--- src/dcbs_pkg.sv ---
// dcbs_pkg: constants, types and boot-mode codes for the boot sequencer
// assumes a single 40 MHz clock domain and a synchronous active-high reset
package dcbs_pkg;

   localparam int          BOOT_SEL_WIDTH   = 4;
   localparam int          INIT_CYCLES_DEF  = 16;
   localparam int          MODE_WIDTH       = 4;

   // four-bit boot-select codes
   localparam logic [3:0]  SEL_PARALLEL     = 4'h0;
   localparam logic [3:0]  SEL_RAM          = 4'h1;
   localparam logic [3:0]  SEL_SERIAL_SLAVE = 4'h2;
   localparam logic [3:0]  SEL_CAN          = 4'h3;
   localparam logic [3:0]  SEL_ETHERNET     = 4'h4;
   localparam logic [3:0]  SEL_OTP          = 4'h6;
   localparam logic [3:0]  SEL_FLASH        = 4'h7;
   localparam logic [3:0]  SEL_SSP_MASTER   = 4'h9;
   localparam logic [3:0]  SEL_I2C_MASTER   = 4'hA;
   localparam int          TOP_SEL_BIT      = 3;

   // reset-cause bit positions
   localparam int          CAUSE_POWER_UP   = 0;
   localparam int          CAUSE_EXTERNAL   = 1;
   localparam int          CAUSE_DEBUGGER   = 2;
   localparam int          CAUSE_SOFTWARE   = 3;
   localparam int          CAUSE_WATCHDOG   = 4;
   localparam int          CAUSE_NMI_WDOG   = 5;
   localparam int          CAUSE_WIDTH      = 6;

   typedef enum logic [3:0] {
      BM_PARALLEL     = 4'h0,
      BM_RAM          = 4'h1,
      BM_SERIAL_SLAVE = 4'h2,
      BM_CAN          = 4'h3,
      BM_ETHERNET     = 4'h4,
      BM_OTP          = 4'h5,
      BM_FLASH        = 4'h6,
      BM_SSP_MASTER   = 4'h7,
      BM_I2C_MASTER   = 4'h8
   } dcbs_mode_type;

   // gray code along reset -> device init -> master init -> release -> ...
   typedef enum logic [2:0] {
      ST_RESET    = 3'b000,
      ST_DEV_INIT = 3'b001,
      ST_MST_INIT = 3'b011,
      ST_RELEASE  = 3'b010,
      ST_SAMPLE   = 3'b110,
      ST_DISPATCH = 3'b111,
      ST_RUN      = 3'b101,
      ST_FAULT    = 3'b100
   } dcbs_state_type;

   typedef struct packed {
      logic       ssp_master;
      logic       i2c_master;
      logic       serial_slave;
      logic [3:0] code;
   } dcbs_sel_type;

endpackage : dcbs_pkg

--- src/dcbs_boot_sequencer.sv ---
// dcbs_boot_sequencer: master-side boot sequencing of a dual-core device
// assumes boot-select pins, reset cause and status inputs synchronous to mclk
//
// Summary of operation
// - any master reset cause restarts the boot sequence
// - master boot starts when internal reset goes inactive
// - control and analog subsystems stay in reset until master releases
// - device init, then master init, then release control and analog bus
// - control boots in parallel, idles until master wake interrupt
// - in the release cycle, sample four boot-select pins as a code
// - codes 0..4: parallel, RAM, serial, CAN, Ethernet; bit4 is msb
// - code 7 flash; code 6 OTP only on test parts, else flash
// - code 9 sync serial master load, code 10 I2C master load
// - codes 5, 8, 11..15 fall back to flash
// - initial revision ignores bit4, codes 8..15 unsupported
// - later revision may remap boot-select pins; initial uses fixed pins
// - flash without valid code: hard fault, re-enter reset until debugger
// - GPIO pull-ups stay disabled after reset
// - in code 2 serial ports act as slaves
`timescale 1ns/1ps
module dcbs_boot_sequencer
   import dcbs_pkg::*;
#(
   parameter int INIT_CYCLES = INIT_CYCLES_DEF
) (
   // clock and reset
   input  wire logic                      mclk_in,
   input  wire logic                      srst_in,
   // master reset causes, one pulse or level per source
   input  wire logic [CAUSE_WIDTH-1:0]    reset_cause_in,
   // part strapping
   input  wire logic                      later_revision_in,
   input  wire logic                      test_version_in,
   input  wire logic                      debug_probe_in,
   // boot-select pins: fixed pins and alternates
   input  wire logic                      boot_select_bit1_in,
   input  wire logic                      boot_select_bit2_in,
   input  wire logic                      boot_select_bit3_in,
   input  wire logic                      boot_select_bit4_in,
   input  wire logic                      remap_enable_in,
   input  wire logic [BOOT_SEL_WIDTH-1:0] remap_select_in,
   // control subsystem handshake
   input  wire logic                      control_idle_in,
   input  wire logic                      wake_request_in,
   input  wire logic                      flash_valid_in,
   // subsystem controls
   output logic                           control_reset_out,
   output logic                           analog_reset_out,
   output logic                           analog_interface_bus_reset_out,
   output logic                           master_to_control_wake_interrupt_out,
   output logic                           gpio_pullup_enable_out,
   output logic                           hard_fault_out,
   // boot dispatch status
   output logic                           boot_busy_out,
   output logic                           boot_done_out,
   output dcbs_mode_type                  boot_mode_out,
   output dcbs_sel_type                   boot_sel_out
);

   initial begin
      if (INIT_CYCLES < 1 || INIT_CYCLES > 65535)
         $error("INIT_CYCLES out of range");
   end

   dcbs_state_type   state_q, state_d;
   logic [15:0]      cnt_q, cnt_d;
   logic [3:0]       code_q;
   dcbs_mode_type    mode_q;
   logic             rel_q, wake_q, fault_q, rev_q, test_q;
   logic             in_rst_q;

   // any master reset source, or the internal reset itself, restarts boot
   wire              any_cause  = |reset_cause_in;
   wire              restart    = srst_in | any_cause;
   wire              cnt_done   = (cnt_q == 16'(INIT_CYCLES - 1));

   // boot-select code as seen on pins
   wire [3:0]        fixed_pins = {boot_select_bit4_in, boot_select_bit3_in,
                                   boot_select_bit2_in, boot_select_bit1_in};
   wire [3:0]        raw_code   = (rev_q & remap_enable_in) ?
                                  remap_select_in : fixed_pins;
   wire [3:0]        live_code  = rev_q ? raw_code :
                                  {1'b0, raw_code[TOP_SEL_BIT-1:0]};

   // decode of the held code
   dcbs_mode_type    dec_mode;
   always_comb begin
      case (code_q)
         SEL_PARALLEL:     dec_mode = BM_PARALLEL;
         SEL_RAM:          dec_mode = BM_RAM;
         SEL_SERIAL_SLAVE: dec_mode = BM_SERIAL_SLAVE;
         SEL_CAN:          dec_mode = BM_CAN;
         SEL_ETHERNET:     dec_mode = BM_ETHERNET;
         SEL_OTP:          dec_mode = test_q ? BM_OTP : BM_FLASH;
         SEL_FLASH:        dec_mode = BM_FLASH;
         SEL_SSP_MASTER:   dec_mode = rev_q ? BM_SSP_MASTER
                                            : BM_FLASH;
         SEL_I2C_MASTER:   dec_mode = rev_q ? BM_I2C_MASTER
                                            : BM_FLASH;
         default:          dec_mode = BM_FLASH;
      endcase
   end

   // sequence: device init, master init, release, sample, dispatch
   always_comb begin
      state_d = state_q;
      cnt_d   = cnt_q;
      case (state_q)
         ST_RESET: begin
            state_d = ST_DEV_INIT;
            cnt_d   = '0;
         end
         ST_DEV_INIT: begin
            cnt_d = cnt_q + 16'h0001;
            if (cnt_done) begin
               state_d = ST_MST_INIT;
               cnt_d   = '0;
            end
         end
         ST_MST_INIT: begin
            cnt_d = cnt_q + 16'h0001;
            if (cnt_done) begin
               state_d = ST_RELEASE;
               cnt_d   = '0;
            end
         end
         ST_RELEASE:  state_d = ST_SAMPLE;
         ST_SAMPLE:   state_d = ST_DISPATCH;
         ST_DISPATCH: begin
            if (mode_q == BM_FLASH && !flash_valid_in)
               state_d = ST_FAULT;
            else
               state_d = ST_RUN;
         end
         ST_RUN:      state_d = ST_RUN;
         ST_FAULT: begin
            if (debug_probe_in)
               state_d = ST_FAULT;
            else
               state_d = ST_RESET;
         end
         default:     state_d = ST_RESET;
      endcase
   end

   always_ff @(posedge mclk_in) begin
      if (restart) begin
         state_q <= ST_RESET;
         cnt_q   <= '0;
      end else begin
         state_q <= state_d;
         cnt_q   <= cnt_d;
      end
   end

   // straps taken in the first cycle after reset release
   always_ff @(posedge mclk_in) begin
      in_rst_q <= restart;
      if (in_rst_q && !restart) begin
         rev_q  <= later_revision_in;
         test_q <= test_version_in;
      end
   end

   // code captured once per boot, then held
   always_ff @(posedge mclk_in) begin
      if (restart) begin
         code_q <= 4'h0;
         mode_q <= BM_FLASH;
      end else begin
         if (state_q == ST_RELEASE)
            code_q <= live_code;
         if (state_q == ST_SAMPLE)
            mode_q <= dec_mode;
      end
   end

   // subsystem release and control-side wake
   always_ff @(posedge mclk_in) begin
      if (restart || state_q == ST_FAULT) begin
         rel_q   <= 1'b0;
         wake_q  <= 1'b0;
         fault_q <= (state_q == ST_FAULT) & ~restart;
      end else begin
         fault_q <= 1'b0;
         if (state_q == ST_RELEASE)
            rel_q <= 1'b1;
         wake_q <= (state_q == ST_RUN) & control_idle_in
                   & wake_request_in;
      end
   end

   assign control_reset_out              = ~rel_q;
   assign analog_reset_out               = ~rel_q;
   assign analog_interface_bus_reset_out = ~rel_q;
   assign master_to_control_wake_interrupt_out = wake_q;
   assign gpio_pullup_enable_out         = 1'b0;
   assign hard_fault_out                 = fault_q;
   assign boot_busy_out                  = (state_q != ST_RUN);
   assign boot_done_out                  = (state_q == ST_RUN);
   assign boot_mode_out                  = mode_q;
   assign boot_sel_out.code              = code_q;
   assign boot_sel_out.serial_slave      = (mode_q == BM_SERIAL_SLAVE);
   assign boot_sel_out.ssp_master        = (mode_q == BM_SSP_MASTER);
   assign boot_sel_out.i2c_master        = (mode_q == BM_I2C_MASTER);

endmodule : dcbs_boot_sequencer

--- config.mk ---
export PLATFORM = sky130hd
export DESIGN_NAME = dcbs_boot_sequencer
export DESIGN_NICKNAME = d
export VERILOG_FILES = /design/src/dcbs_pkg.sv /design/src/dcbs_boot_sequencer.sv
export SDC_FILE = /design/constraint.sdc
export NUM_CORES = 1
export LEC_CHECK = 0
export ABC_AREA = 0
export BUFFER_PORTS_ARGS = -buffer_cell sky130_fd_sc_hd__buf_2
export CAP_MARGIN = 10
export CELL_PAD_IN_SITES_DETAIL_PLACEMENT = 1
export CELL_PAD_IN_SITES_GLOBAL_PLACEMENT = 1
export CORE_ASPECT_RATIO = 0.5
export CORE_MARGIN = 5
export CORE_UTILIZATION = 44
export CTS_BUF_LIST = sky130_fd_sc_hd__clkbuf_4
export CTS_CLUSTER_DIAMETER = 80
export DETAILED_ROUTE_END_ITERATION = 10
export PLACE_DENSITY_LB_ADDON = 0.3
export SLEW_MARGIN = 0
export SYNTH_ARGS = -nofsm -noshare
export SYNTH_HDL_FRONTEND = slang
export SYNTH_SLANG_ARGS = --single-unit
--- constraint.sdc ---
create_clock -name mclk_in -period 4.5 [get_ports mclk_in]
set_clock_uncertainty 0.2 [all_clocks]
set_input_delay 0.9 -clock mclk_in [delete_from_list [all_inputs] [get_ports mclk_in]]
set_output_delay 0.9 -clock mclk_in [all_outputs]
set_load 0.005 [all_outputs]
==> flow_metrics.tcl, run 1 <==
set metrics [dict create \
    cts_tree "done" \
    portBuffers 40 \
    finalSetupViolations 0 \
    io_pins 42 \
    grt_pass1_vias 1667 \
    final_cells 292 \
    start_kind "flop" \
    period_minus_slack_ns 2.463 \
    drc 0 \
    yosys_warnings 0 \
    grt_antenna_before_repair 0 \
    placedCellCount 284 \
    synth-seq-cells 33 \
    status "finished, final reports clean" \
    max_cap_viol_count 0 \
    holdBufCountCts 0 \
    hold_viol_final 0 \
    avgSynthCellArea_um2 8.490 \
    drt_iter0_markers 64 \
    setup_tns_ns 0 \
    critPathRequiredTime_ns 3.40 \
    cp_slowest_cell "dfxtp_1" \
    path_cells "nand3b_1, inv_1, buf_2" \
    dieArea_um2 5390 \
    regToRegEndpoint "cnt_q[11]$_SDFFE_PP0P_" \
    timing.fmax_mhz 406.1 \
    critPathMaxStageDelay_ns 0.67 \
    cp.arrival_ns 1.36 \
    ys_seq_area_share_pct 39.11 \
    clk_pin_slew_worst_paths_ns 0.10 \
    ir_drop_mv 0.1080 \
    layout_common_cells "40 x buf_2, 31 x dfxtp_1, 21 x nand2_1" \
    grt_pass1_wl_mm 7.624 \
    total_power_w 0.0004866 \
    syn_nets 229 \
    drtAntennaViolNets 0 \
    syn_area_um2 1740 \
    die_w_um 98.95 \
    clock_sinks 33 \
    worstReg2RegStart "cnt_q[0]$_SDFFE_PP0P_" \
    hold_class "reg -> reg" \
    rr_worst_depth 6 \
    gp_congestion 0.7539 \
    hold_start "rel_q$_SDFFE_PP0P_" \
    coreArea_um2 3864 \
    post_cts_resize_count 0 \
    cts_setup_buffers 0 \
    wl_mm 4.580 \
    clockBufferDepth 2 \
    clk_latency_ns 0.32 \
    r2r_slack_ns 2.23 \
    power_leakage_nw 0.6892 \
    rsz0062_at_grt "false" \
    nets 261 \
    wl_per_cell_um 15.68 \
    vias_per_cell 5.692 \
    grt_max_degree 28 \
    fill_cells 501 \
    power_density_nw_per_um2 246.4 \
    num_vias 1662 \
    firstDrtPassIters 4 \
    rows 16 \
    tightest_slew_ns 0.7719 \
    synth_ff_type "dfxtp_1" \
    slew_headroom_pct 48.35 \
    cp-end-kind "output port" \
    post-route-period-util_pct 54.73 \
    worstPathMaxFanout 17 \
    worstSetupPathType "reg -> out" \
    hold_depth 2 \
    layout-area-overhead-vs-synth_pct 13.44 \
    layout_commonest_cell "buf_2" \
    synth_edf_count 2 \
    cts_root_buffer "clkbuf_4" \
    grt_util_all_layers_pct 17.86 \
    htreeDepth 2 \
    yosysUniqueCellTypes 49 \
    overflow 0 \
    hpwl_mm 3.315 \
    ys_async_sr_fraction_pct 0 \
    worstHoldEndpoint "rel_q$_SDFFE_PP0P_" \
    numCtsBuffers 5 \
    die_h_um 54.47 \
    synth_cells 205 \
    drv_slew 0 \
    layout-drive-gt1-share_pct 23.95 \
    insertedDiodeCount 0 \
    initial_core_util_pct 45.05 \
]
cell families (layout without fill, tap and decap cells):
family / after synthesis / count (layout) / synth area share [%]
DFF: 33 / 33 / 39.11
AOI/OAI and AO/OA: 56 / 56 / 23.29
buffers and inverters: 21 / 54 / 6.685
muxes: 2 / 2 / 1.222
adders and majority gates: 1 / 1 / 0.7188
other: 1 / 1 / 0.2155
and+or+nand+nor: 91 / 91 / 28.76
cells in the mapped netlist (2+ instances only):
cell type  instances  area (µm²)
a21oi_1           16       80.08
nand3_1           14       70.07
a41oi_1            2       17.52
inv_1              5       18.77
a21boi_0           2       15.01
buf_2              3       15.01
nand2b_1           4       25.02
nor3b_1            2       15.01
and3_1             4       25.02
a211oi_1           2       15.01
nor3_1             5       25.02
o21ai_1            3       15.01
a311oi_1          13       113.9
nand2_1           21       78.83
a41oi_2            2       32.53
buf_6              3       33.78
o311a_1            2       20.02
o21ai_0            4       20.02
dfxtp_1           31       620.6
buf_4              3       22.52
a21o_1             2       15.01
nor2b_1            5       31.28
edfxtp_1           2       60.06
clkbuf_1           6       22.52
nor2_1            15       56.30
nand3b_1           2       15.01
nor4b_1            3       26.28
nor4_1             4       25.02
nand4_1            3       18.77
a31oi_1            3       18.77
worst max-delay path by stage:
stage | to | depth (start not counted) | start
after floorplan | cnt_q[12]$_SDFFE_PP0P_ | 5 | reset_cause_in[2]
after global placement | hard_fault_out$_SDFF_PN0_ | 5 | reset_cause_in[2]
after detailed placement | hard_fault_out$_SDFF_PN0_ | 5 | reset_cause_in[2]
after CTS | boot_done_out | 3 | state_q[2]$_SDFFE_PP0P_
after global routing | boot_done_out | 3 | state_q[2]$_SDFFE_PP0P_
final | boot_done_out | 3 | state_q[2]$_SDFFE_PP0P_
registers in the layout, indices dropped and copies added, names as in the netlist, named ones only:
name                                  count
rel_q                                     1
hard_fault_out                            1
test_q                                    1
in_rst_q                                  1
boot_mode_out                             4
code_q                                    4
rev_q                                     1
master_to_control_wake_interrupt_out      1
state_q                                   2
cnt_q                                    16
stage by stage:
stage / hold slack (ns) / setup WS, ns / area (µm²) / utilization [%]
after floorplan: 0.2538 / 2.354 / 1740 / -
after detailed placement: 0.2805 / 2.045 / 1914 / 49.55
final: 0.2954 / 2.037 / 1974 / 51.10
after global routing: 0.3412 / 1.911 / 1974 / 51.10
after global placement: 0.2713 / 2.129 / 1914 / 49.55
after CTS: 0.2981 / 2.021 / 1974 / 51.10
critical path, delay by kind of cell, from the launching register on:
family / cells / cell delay (ns)
AND/OR/NAND/NOR: 1 / 0.19
buffers and inverters: 2 / 0.18
flip-flops: 1 / 0.67
area by class of cell:
cell class | instances | area, µm² | area share (%)
well taps | 54 | 67.56 | 3.422
inverters | 6 | 22.52 | 1.141
clock buffers | 8 | 60.06 | 3.042
repair buffers | 40 | 200.2 | 10.14
flip-flops and latches | 33 | 680.7 | 34.47
multi-input cells | 151 | 943.4 | 47.78
routing by layer:
metal  track usage [%]  share of wire (%)  vias to the layer above
met2             33.44                 50                       33
met1             20.79                 46                      795
li1                  -                  -                      832
met5                 0                  0                        -
met3             4.580                3.5                        2
met4             5.215               0.35                        0
report_power, final:
| part | switching (W) | total, W | leakage (nW) | internal, W |
|---|---|---|---|---|
| sequential | 0.000000273 | 0.000295 | 0.268 | 0.000295 |
| combinational | 0.00000572 | 0.0000142 | 0.385 | 0.00000853 |
| clock | 0.0000968 | 0.000177 | 0.0368 | 0.0000804 |
No activity file was read; power rests on OpenSTA's default activity.
==> inputs of run 2 (changes only) <==
CORE_UTILIZATION = 36   (was 44)
clock period = 2.2 ns   (was 4.5 ns; I/O delays follow)
==> run 2 against run 1 <==
Compared with the run above: sequential cell count did not move; global-route usage fell by 2.1 points; via count rose by 2.8%; hold slack got worse by 0.22 ns; clock power rose by 97%; setup slack got worse by 1.9 ns; largest cell class unchanged.
==> flow_metrics.tcl, run 2 (synthesis results as in run 1) <==
set metrics [dict create \
    largest_register_ffs 16 \
    grt_util_all_layers_pct 15.79 \
    largest-register "cnt_q" \
    start_kind "flop" \
    setup_tns_ns 0 \
    die_h_um 59.17 \
    grt_max_degree 28 \
    rsz0062_at_grt "false" \
    rows 17 \
    period_minus_slack_ns 2.062 \
    drc 0 \
    critPathMaxStageDelay_ns 0.41 \
    drt_iter0_markers 42 \
    drv_slew 0 \
    hold_class "in -> reg" \
    path_cells "ha_2, nand4_2, or3_1, a311oi_1, nor2b_1, o21a_1" \
    wl_per_cell_um 14.97 \
    initial_core_util_pct 38.41 \
    worstReg2RegStart "cnt_q[0]$_SDFFE_PP0P_" \
    portBuffers 40 \
    cp-startpoint "cnt_q[0]$_SDFFE_PP0P_" \
    cp.arrival_ns 2.11 \
    critPathTopFamily "simple AND/OR/NAND/NOR gates" \
    slew_headroom_pct 64.76 \
    r2r_slack_ns 0.14 \
    io_pins 42 \
    worstPathMaxFanout 5 \
    htreeDepth 2 \
    hold_viol_final 0 \
    clock_sinks 33 \
    grt_antenna_before_repair 0 \
    finalSetupViolations 0 \
    tightest_slew_ns 0.5258 \
    wl_mm 4.715 \
    drtAntennaViolNets 0 \
    vias_per_cell 5.425 \
    power_density_nw_per_um2 473.9 \
    nets 272 \
    insertedDiodeCount 0 \
    crit_buf_inv 0 \
    dp_slack_ns 0.09869 \
    grt_pass1_vias 1686 \
    num_vias 1709 \
    die_w_um 108.3 \
    overflow 0 \
    numCtsBuffers 5 \
    layout_commonest_cell "buf_2" \
    hpwl_mm 3.531 \
    grt_pass1_wl_mm 8.066 \
    layout-area-overhead-vs-synth_pct 19.05 \
    critPathRequiredTime_ns 2.25 \
    cp_slowest_cell "or3_1" \
    status "finished, final reports clean" \
    rr_worst_depth 6 \
    max_cap_viol_count 0 \
    layout_common_cells "40 x buf_2, 29 x dfxtp_1, 21 x nand2_1" \
    gp_congestion 0.7640 \
    power_leakage_nw 0.7444 \
    cp-end-kind "flop" \
    clk_pin_slew_worst_paths_ns 0.12 \
    dieArea_um2 6409 \
    post-route-period-util_pct 93.73 \
    worstSetupPathType "reg -> reg" \
    clk_latency_ns 0.34 \
    ir_drop_mv 0.2047 \
    regToRegEndpoint "cnt_q[10]$_SDFFE_PP0P_" \
    cts_root_buffer "clkbuf_4" \
    endpoint "cnt_q[10]$_SDFFE_PP0P_" \
    clockBufferDepth 2 \
    timing.fmax_mhz 485.0 \
    cp.depth 6 \
    cts_tree "done" \
    coreArea_um2 4531 \
    firstDrtPassIters 4 \
    setup_slack_ns 0.1380 \
    layout-drive-gt1-share_pct 28.51 \
]
==> run 2: changes by cell type in the layout (fill, tap and decap cells not counted) <==
cell	previous run	this run
dfxtp_1	31	29
buf_4	0	11
clkbuf_4	8	6
ha_2	0	1
dfxtp_2	0	2
clkinv_2	0	2
ha_1	1	0
==> run 2: what timing repair did <==
| item | 4_1_cts | 5_1_grt |
|---|---|---|
| buffers inserted | 0 | 0 |
| setup endpoints to repair | 0 | 2 |
| hold buffers | 0 | 0 |
| gates resized for setup | 0 | 3 |
==> run 2: worst min path at each step <==
stage | start | to | cells after the start
after detailed placement | rel_q$_SDFFE_PP0P_ | rel_q$_SDFFE_PP0P_ | 2
after global routing | later_revision_in | rev_q$_DFFE_PP_ | 1
after CTS | test_version_in | test_q$_DFFE_PP_ | 1
after global placement | rel_q$_SDFFE_PP0P_ | rel_q$_SDFFE_PP0P_ | 2
final | test_version_in | test_q$_DFFE_PP_ | 1
after floorplan | rel_q$_SDFFE_PP0P_ | rel_q$_SDFFE_PP0P_ | 2
==> run 2: cell type report <==
class                           instances  area (µm²)
Timing Repair Buffer                   51       282.8
Fill cell                             554        2459
Tap cell                               66       82.58
Clock inverter                          2       10.01
Inverter                                6       22.52
Sequential cell                        33       683.2
Clock buffer                            6       45.04
Multi-Input combinational cell        151       945.9
==> run 2: metrics by stage <==
step	cells	total power, W	utilization, %	cell area [µm²]	hold slack [ns]
after floorplan	205	0.0006272	-	1740	0.2538
after global placement	307	0.0006462	44.41	2012	0.2674
final	315	0.0009820	45.73	2072	0.07968
after CTS	315	0.0009901	45.62	2067	0.06882
after detailed placement	307	0.0006472	44.41	2012	0.2837
after global routing	315	0.001029	45.73	2072	0.06237
==> run 2: per-layer routing <==
metal	part of all wire [%]	GRT usage [%]	vias up
met5	0	0	-
met1	46	19.27	808
met4	0.78	3.777	0
met2	49	28.09	40
li1	-	-	855
met3	4.5	4.244	6
==> run 2: where the power goes <==
part,internal (W),switching (W)
clock network,0.000134,0.000215
logic,0.0000178,0.0000117
registers,0.000603,0.000000537
total,0.000755,0.000227
